### config.mk
export PLATFORM = sky130hd
export DESIGN_NAME = uart_register_address_decoder
export DESIGN_NICKNAME = d
export VERILOG_FILES = /design/src/core/uart_regs_pkg.sv /design/src/core/uart_register_address_decoder.sv
export VERILOG_INCLUDE_DIRS = /design/src /design/src/core
export SDC_FILE = /design/constraint.sdc
export NUM_CORES = 1
export LEC_CHECK = 0
export BUFFER_PORTS_ARGS = -buffer_cell sky130_fd_sc_hd__buf_2
export CAP_MARGIN = 20
export CORE_ASPECT_RATIO = 1.2
export CORE_MARGIN = 2
export CORE_UTILIZATION = 28
export DETAILED_ROUTE_END_ITERATION = 7
export PLACE_DENSITY = 0.49
export SLEW_MARGIN = 20
export SYNTH_ARGS = -nofsm -noshare
export SYNTH_HDL_FRONTEND = slang
export SYNTH_SLANG_ARGS = --single-unit
### constraint.sdc
create_clock -name I_CLK -period 7.3 [get_ports I_CLK]
set_clock_uncertainty 0.1 [all_clocks]
set_input_delay 0.73 -clock I_CLK [delete_from_list [all_inputs] [get_ports I_CLK]]
set_output_delay 0.73 -clock I_CLK [all_outputs]
set_load 0.005 [all_outputs]
### src/core/uart_regs_defines.svh
`ifndef UART_REGS_DEFINES_SVH
`define UART_REGS_DEFINES_SVH
// ----------------------------------------
// register locations
// ----------------------------------------
`define LOC_HOLD        3'h0
`define LOC_INT_EN      3'h1
`define LOC_INT_STAT    3'h2
`define LOC_LINE_CTL    3'h3
`define LOC_MODEM_CTL   3'h4
`define LOC_LINE_STAT   3'h5
`define LOC_MODEM_STAT  3'h6
`define LOC_SCRATCH     3'h7
// ----------------------------------------
// field positions and values
// ----------------------------------------
`define DIV_ACCESS_BIT 7
`define ENH_ENABLE_BIT      4
`define ENH_BANK_VAL        8'hbf
`define INT_EN_STD_MASK     8'h0f
`define INT_STAT_STD_MASK   8'hcf
`define FIFO_CTL_STD_MASK   8'hcf
`define MODEM_CTL_STD_MASK  8'h1f
`define BYTE_ZERO      8'h00
// arbitrary identity values
`define REV_CODE_VAL   8'h01
`define DEV_ID_VAL     8'h5a
`endif

### src/core/uart_regs_pkg.sv
`default_nettype none
package uart_regs_pkg;
  // host bus request carried as one struct
  typedef struct packed {
    logic       cs_n;
    logic       rd_n;
    logic       wr_n;
    logic [2:0] addr;
    logic [7:0] wdata;
  } bus_req_t;
  // state supplied by the uart core
  typedef struct packed {
    logic [7:0] rx_data;
    logic [7:0] int_status;
    logic [7:0] line_status;
    logic [7:0] modem_status;
  } core_stat_t;
  typedef enum logic [1:0] {BANK_STD, BANK_DIV, BANK_ENH} bank_t;
endpackage : uart_regs_pkg
`default_nettype wire

### src/core/uart_register_address_decoder.sv
// Summary of operation
// - An access is decoded only while the active-low chip select is low, location from the three address bits.
// - With divisor access clear, location 0 reads rx holding and writes tx holding.
// - With divisor access set, locations 0 and 1 are the read/write divisor low and high bytes.
// - With divisor access set and divisor zero, reads of 0 and 1 give revision and device id codes.
// - With divisor access clear, location 1 is the read/write interrupt enable register.
// - With line control not 0xbf, location 2 reads interrupt status and writes fifo control.
// - Location 3 always reaches line control.
// - With line control not 0xbf, location 4 is the read/write modem control register.
// - In the standard bank location 5 reads line status and ignores writes.
// - Location 6 reads modem status, levels high nibble and change flags low nibble.
// - With line control not 0xbf, location 7 is a read/write scratch byte.
// - With line control 0xbf, location 2 is the read/write enhanced function register.
// - With line control 0xbf, locations 4 to 7 write the two resume and two suspend characters.
// - Extended bits of enable, status, fifo control and modem control act only while enhanced bit 4 is set.
// - Reset clears all four flow-control characters.
`timescale 1ns/100ps
`default_nettype none
`include "uart_regs_defines.svh"
module uart_register_address_decoder (
  input  wire logic                      I_CLK,
  input  wire logic                      I_RST_N,
  input  wire uart_regs_pkg::bus_req_t   I_BUS,
  input  wire uart_regs_pkg::core_stat_t I_STAT,
  output logic [7:0]                     O_RDATA,
  output logic                           O_TX_LOAD,
  output logic [7:0]                     O_TX_DATA,
  output logic                           O_RX_POP,
  output logic                           O_FIFO_CTL_WR,
  output logic [7:0]                     O_FIFO_CTL,
  output logic [15:0]                    O_DIVISOR,
  output logic [7:0]                     O_INT_EN,
  output logic [7:0]                     O_LINE_CTL,
  output logic [7:0]                     O_MODEM_CTL,
  output logic [7:0]                     O_ENH_FUNC,
  output logic [31:0]                    O_FLOW_CHARS
);
  import uart_regs_pkg::*;

  // ----------------------------------------
  // reset release and bus input sync
  // ----------------------------------------
  // bus strobes come from the host, outside this clock
  logic [1:0] rst_sync_r;
  logic       rst_n;
  bus_req_t   bus_s1_r;
  bus_req_t   bus_s2_r;
  logic       rd_prev_r;
  logic       wr_prev_r;
  logic       rd_act;
  logic       wr_act;

  // release the reset through two flops
  always_ff @(posedge I_CLK or negedge I_RST_N)
  begin
    if (!I_RST_N)
      rst_sync_r <= 2'b00;
    else
      rst_sync_r <= {rst_sync_r[0], 1'b1};
  end
  assign rst_n = rst_sync_r[1];

  // two-flop sync of every bus pin
  always_ff @(posedge I_CLK or negedge rst_n)
  begin
    if (!rst_n)
    begin
      bus_s1_r <= '{cs_n: 1'b1, rd_n: 1'b1, wr_n: 1'b1, addr: 3'h0, wdata: 8'h00};
      bus_s2_r <= '{cs_n: 1'b1, rd_n: 1'b1, wr_n: 1'b1, addr: 3'h0, wdata: 8'h00};
      rd_prev_r <= 1'b0;
      wr_prev_r <= 1'b0;
    end
    else
    begin
      bus_s1_r  <= I_BUS;
      bus_s2_r  <= bus_s1_r;
      rd_prev_r <= rd_act;
      wr_prev_r <= wr_act;
    end
  end

  // ----------------------------------------
  // decode
  // ----------------------------------------
  logic       rd_go;
  logic       wr_go;
  logic [2:0] loc;
  bank_t      bank;
  logic [7:0] line_ctl_r;
  logic [7:0] div_lo_r;
  logic [7:0] div_hi_r;
  logic [7:0] int_en_r;
  logic [7:0] modem_ctl_r;
  logic [7:0] enh_func_r;
  logic [7:0] scratch_r;
  logic [7:0] fifo_ctl_r;
  logic [7:0] flow_r [4];
  logic       enh_on;
  logic       div_zero;

  // one access per strobe assertion, edge taken after sync
  assign rd_act = !bus_s2_r.cs_n && !bus_s2_r.rd_n;
  assign wr_act = !bus_s2_r.cs_n && !bus_s2_r.wr_n;
  assign rd_go  = rd_act && !rd_prev_r;
  assign wr_go  = wr_act && !wr_prev_r;
  assign loc    = bus_s2_r.addr;
  assign enh_on = enh_func_r[`ENH_ENABLE_BIT];
  assign div_zero = (div_lo_r == `BYTE_ZERO) && (div_hi_r == `BYTE_ZERO);

  // bank select: 0xbf beats the divisor bit, since 0xbf has bit 7 set
  always_comb
  begin
    if (line_ctl_r == `ENH_BANK_VAL)
      bank = BANK_ENH;
    else if (line_ctl_r[`DIV_ACCESS_BIT])
      bank = BANK_DIV;
    else
      bank = BANK_STD;
  end

  // ----------------------------------------
  // writable registers
  // ----------------------------------------
  // line control, always reachable so software can leave any bank
  always_ff @(posedge I_CLK or negedge rst_n)
  begin
    if (!rst_n)
      line_ctl_r <= 8'h00;
    else if (wr_go && loc == `LOC_LINE_CTL)
      line_ctl_r <= bus_s2_r.wdata;
  end

  // divisor bytes whenever the divisor bit is set, so the 0xbf bank reaches them too
  always_ff @(posedge I_CLK or negedge rst_n)
  begin
    if (!rst_n)
    begin
      div_lo_r <= 8'h00;
      div_hi_r <= 8'h00;
    end
    else if (wr_go && line_ctl_r[`DIV_ACCESS_BIT])
    begin
      if (loc == `LOC_HOLD)
        div_lo_r <= bus_s2_r.wdata;
      if (loc == `LOC_INT_EN)
        div_hi_r <= bus_s2_r.wdata;
    end
  end

  // standard bank control registers; extended bits dropped on write while disabled, masked again on use
  always_ff @(posedge I_CLK or negedge rst_n)
  begin
    if (!rst_n)
    begin
      int_en_r    <= 8'h00;
      modem_ctl_r <= 8'h00;
      scratch_r   <= 8'h00;
      fifo_ctl_r  <= 8'h00;
    end
    else if (wr_go && bank != BANK_ENH)
    begin
      if (loc == `LOC_INT_EN && bank == BANK_STD)
        int_en_r <= bus_s2_r.wdata & (enh_on ? 8'hff : `INT_EN_STD_MASK);
      if (loc == `LOC_MODEM_CTL)
        modem_ctl_r <= bus_s2_r.wdata & (enh_on ? 8'hff : `MODEM_CTL_STD_MASK);
      if (loc == `LOC_SCRATCH)
        scratch_r <= bus_s2_r.wdata;
      if (loc == `LOC_INT_STAT)
        fifo_ctl_r <= bus_s2_r.wdata & (enh_on ? 8'hff : `FIFO_CTL_STD_MASK);
    end
  end

  // enhanced function register, enhanced bank only
  always_ff @(posedge I_CLK or negedge rst_n)
  begin
    if (!rst_n)
      enh_func_r <= 8'h00;
    else if (wr_go && bank == BANK_ENH && loc == `LOC_INT_STAT)
      enh_func_r <= bus_s2_r.wdata;
  end

  // flow characters, one per location 4..7
  for (genvar g = 0; g < 4; g++)
  begin : g_flow
    always_ff @(posedge I_CLK or negedge rst_n)
    begin
      if (!rst_n)
        flow_r[g] <= 8'h00;
      else if (wr_go && bank == BANK_ENH && loc == 3'(`LOC_MODEM_CTL + g))
        flow_r[g] <= bus_s2_r.wdata;
    end
  end

  // ----------------------------------------
  // read mux
  // ----------------------------------------
  logic [7:0] rd_nxt;
  logic       pop_nxt;

  always_comb
  begin
    rd_nxt  = 8'h00;
    pop_nxt = 1'b0;
    case (loc)
      `LOC_HOLD:
      begin
        if (bank == BANK_STD)
        begin
          rd_nxt  = I_STAT.rx_data;
          pop_nxt = 1'b1;
        end
        else
          rd_nxt = div_zero ? `REV_CODE_VAL : div_lo_r;
      end
      `LOC_INT_EN:
      begin
        if (bank == BANK_STD)
          rd_nxt = int_en_r;
        else
          rd_nxt = div_zero ? `DEV_ID_VAL : div_hi_r;
      end
      `LOC_INT_STAT:
      begin
        if (bank == BANK_ENH)
          rd_nxt = enh_func_r;
        else
          rd_nxt = I_STAT.int_status & (enh_on ? 8'hff : `INT_STAT_STD_MASK);
      end
      `LOC_LINE_CTL:   rd_nxt = line_ctl_r;
      `LOC_MODEM_CTL:  rd_nxt = (bank == BANK_ENH) ? 8'h00 : modem_ctl_r;
      `LOC_LINE_STAT:  rd_nxt = (bank == BANK_ENH) ? 8'h00 : I_STAT.line_status;
      `LOC_MODEM_STAT: rd_nxt = I_STAT.modem_status;
      `LOC_SCRATCH:    rd_nxt = (bank == BANK_ENH) ? 8'h00 : scratch_r;
      default:         rd_nxt = 8'h00;
    endcase
  end

  // read data registered on the access edge, held until the next read
  always_ff @(posedge I_CLK or negedge rst_n)
  begin
    if (!rst_n)
    begin
      O_RDATA  <= 8'h00;
      O_RX_POP <= 1'b0;
    end
    else
    begin
      O_RX_POP <= rd_go && pop_nxt;
      if (rd_go)
        O_RDATA <= rd_nxt;
    end
  end

  // write pulses to the transmitter and fifo logic
  always_ff @(posedge I_CLK or negedge rst_n)
  begin
    if (!rst_n)
    begin
      O_TX_LOAD     <= 1'b0;
      O_TX_DATA     <= 8'h00;
      O_FIFO_CTL_WR <= 1'b0;
    end
    else
    begin
      O_TX_LOAD     <= wr_go && bank == BANK_STD && loc == `LOC_HOLD;
      O_FIFO_CTL_WR <= wr_go && bank != BANK_ENH && loc == `LOC_INT_STAT;
      if (wr_go && bank == BANK_STD && loc == `LOC_HOLD)
        O_TX_DATA <= bus_s2_r.wdata;
    end
  end

  // control copies to the core; extended bits forced low while disabled
  always_ff @(posedge I_CLK or negedge rst_n)
  begin
    if (!rst_n)
    begin
      O_DIVISOR    <= 16'h0000;
      O_INT_EN     <= 8'h00;
      O_LINE_CTL   <= 8'h00;
      O_MODEM_CTL  <= 8'h00;
      O_ENH_FUNC   <= 8'h00;
      O_FIFO_CTL   <= 8'h00;
      O_FLOW_CHARS <= 32'h0000_0000;
    end
    else
    begin
      O_DIVISOR    <= {div_hi_r, div_lo_r};
      O_INT_EN     <= int_en_r & (enh_on ? 8'hff : `INT_EN_STD_MASK);
      O_LINE_CTL   <= line_ctl_r;
      O_MODEM_CTL  <= modem_ctl_r & (enh_on ? 8'hff : `MODEM_CTL_STD_MASK);
      O_ENH_FUNC   <= enh_func_r;
      O_FIFO_CTL   <= fifo_ctl_r & (enh_on ? 8'hff : `FIFO_CTL_STD_MASK);
      O_FLOW_CHARS <= {flow_r[3], flow_r[2], flow_r[1], flow_r[0]};
    end
  end
endmodule : uart_register_address_decoder
`default_nettype wire

==> metrics.yaml <==
outcome:
  status: "completed"
logic_synthesis:
  synth_fa_ha_area_share_pct: 0
  synth_area_um2: 8550
  syn_inst: 560
  synthFlopType: "dfrtp_1"
  synth_top_area_share_pct: 67.0
  synth_compound_area_share_pct: 6.29
  ys_types: 54
  ys.warnings.count: 0
  synth_fp_nets: 608
  avgSynthCellArea_um2: 15.3
  async_flop_share_pct: 100
  synth.top_cells.by_area: "dfrtp_1 (67%), mux2_2 (10%), mux2_4 (3.2%)"
  synth.area.mux_share_pct: 15.5
  yosys.area_share.simple_pct: 6.92
  synth_area_leader_cell: "dfrtp_1"
  synth_xor_area_share_pct: 0
  synth-edff-count: 0
  synth_top_family_by_area: "multiplexers"
  synth_seq_cells: 235
  yosysSeqAreaShare_pct: 68.9
placement:
  dp_hpwl_um: 16200
  place_ws_ns: 4.10
  io_buffers: 154
  placed_cells: 1078
  gp_congestion: 0.830
sta:
  hold_viol_final: 0
  slew_violations: 0
  slew-limit-headroom_pct: 32.0
  finalCritPeriodShare_pct: 43.9
  fmax_ghz: 0.312
  tightest_slew_ns: 1.01
  setup_ws_ns: 4.09
  fin_setup_tns_ns: 0
  finalSetupViolations: 0
  rsz0062_at_grt: "no"
  min_period_ns: 3.21
routing:
  routed_wl_um: 23700
  num_vias: 5038
  first_iter_violations: 285
  post_drt_wl_per_cell_um: 21.1
  drc: 0
  first_pass_iters: 4
  vias_per_cell: 4.48
  postRouteAntennaNets: 0
cells_and_area:
  drive_gt1_share_pct: 43.5
  areaGrowthSynthToFinish_pct: 23.5
  antenna_cells: 0
  layout_commonest_cell: "dfrtp_1"
  final_cell_mix: "dfrtp_1 (228), buf_2 (154), mux2_2 (79), clkbuf_16 (25), o21ai_0 (21)"
  nNetsFinal: 758
  fin_cells: 1125
hold_path:
  min_path_type: "in -> reg"
  hp-start: "I_BUS[3]"
power:
  power.density_nw_per_um2: 297
  p_leak_nw: 5.27
  ir_worst_vdd_v: 0.000174
setup_path:
  slowest_delay_ns: 1.01
  start_kind: "flip-flop"
  worstPathArrival_ns: 3.52
  rr_startpoint: "line_ctl_r[7]$_DFFE_PN0P_"
  cp.required_ns: 7.62
  endpoint_kind: "flip-flop"
  cp_max_fo: 26
  slowest_stage: "dfrtp_1"
  path_delay_family: "simple AND/OR/NAND/NOR gates"
  crit_chain: "and4b_1 > nand2_1 > or4_1 > mux2_4"
  crit_type: "reg -> reg"
  critPathLaunch: "line_ctl_r[7]$_DFFE_PN0P_"
  critPathBufInv: 0
  r2r_slack_ns: 4.09
clock_tree:
  clk_path_buf_depth: 3
  cts_root_buffer: "clkbuf_16"
  cts_tree: "yes"
  insertion_delay_ns: 0.53
  cts_sinks: 235
  numCtsBuffers: 25
  clkTransAtPathRegs_ns: 0.06
  htreeDepth: 1
global_route:
  grt_max_degree: 121
  track_usage_pct: 15.0
  antenna_found_initial: 0
  grt-ovfl-total: 0
  grt_pass1_vias: 5381
  grt_pass1_wl_um: 35500
floorplanning:
  die_w_um: 164
  start_util_pct: 28.2
  coreArea_um2: 30300
  die_y_um: 195
  rows: 70
  die_area_um2: 31900
  io_pins: 155
run:
  drv_cap: 0
per-stage QoR:
step                cell area (um2)  hold slack, ns  total power (W)  utilization [%]
finish                        10600           0.199          0.00314             34.8
global route                  10600           0.180          0.00328             34.8
CTS                           10600           0.172          0.00319             34.8
detailed placement             9680           0.235          0.00185             31.9
global placement               9680           0.233          0.00184             31.9
floorplan                      8550           0.231          0.00168                -
logic make-up after synthesis:
logic type,count (synthesis)
AOI/OAI and AO/OA,73
DFF,235
muxes,112
buffers and inverters,40
other,1
and+or+nand+nor,99
path summary, 6_finish.rpt:
check	depth (start not counted)	end
worst max-delay path	4	flow_r[29]$_DFFE_PN0P_
worst min-delay path	1	bus_s1_r[3]$_DFF_PN0_
worst max register to register	4	flow_r[29]$_DFFE_PN0P_
worst min register to register	0	bus_s2_r[2]$_DFF_PN0_
max in group asynchronous	1	line_ctl_r[1]$_DFFE_PN0P_
min in group asynchronous	0	O_MODEM_CTL[1]$_DFF_PN0_
state kept, by name, indices dropped and copies added (netlist names), 11 cells and up:
name / flops
bus_s2_r: 11
bus_s1_r: 14
O_DIVISOR: 16
O_FLOW_CHARS: 32
flow_r: 32
worst reg2reg max path, delay by kind of cell, from the launching register on:
family           cells  cell delay (ns)
AND/OR/NAND/NOR      3             1.59
multiplexers         1             0.40
flip-flops           1             1.01
layout make-up:
type / instances / area [um2]
Clock inverter: 12 / 159
Clock buffer: 34 / 709
Sequential cell: 235 / 5890
Timing Repair Buffer: 160 / 831
Inverter: 3 / 11.3
Tap cell: 396 / 495
Multi-Input combinational cell: 285 / 2460
Fill cell: 3083 / 19800
cells in the mapped netlist, drive strengths merged (2+ instances only):
cell	instances
o211ai	8
and3b	3
or3	5
buf	18
or4	5
o32a	2
mux2	97
a21boi	3
and3	4
nand2	18
nor2	20
a21oi	3
o21ai	21
a311oi	5
a21o	7
inv	3
dfstp	6
clkbuf	19
nor3b	4
o221ai	4
nand3b	7
mux2i	14
dfrtp	229
or3b	3
and2	11
nand4	2
a31oi	3
nor3	4
a211oi	3
nand3	8
o2bb2ai	7
routing by layer:
layer / GRT usage (%) / up-vias / wire, um
met3: 2.36 / 27 / 1310
met4: 4.35 / 0 / 534
met5: 0 / - / 0
li1: - / 2302 / -
met2: 25.6 / 142 / 11900
met1: 19.7 / 2567 / 9920
repair_timing:
item,in CTS,in global routing
hold buffers,1,0
endpoints found under the hold margin,2,0
buffers inserted,0,0
gates resized for setup,0,0
report_power, final:
part | leakage [nW] | switching, W | internal, W
sequential | 3.08 | 0.000121 | 0.00142
clock | 0.425 | 0.000531 | 0.000793
combinational | 1.77 | 0.000121 | 0.000147
(Power assumes the default switching activity.)
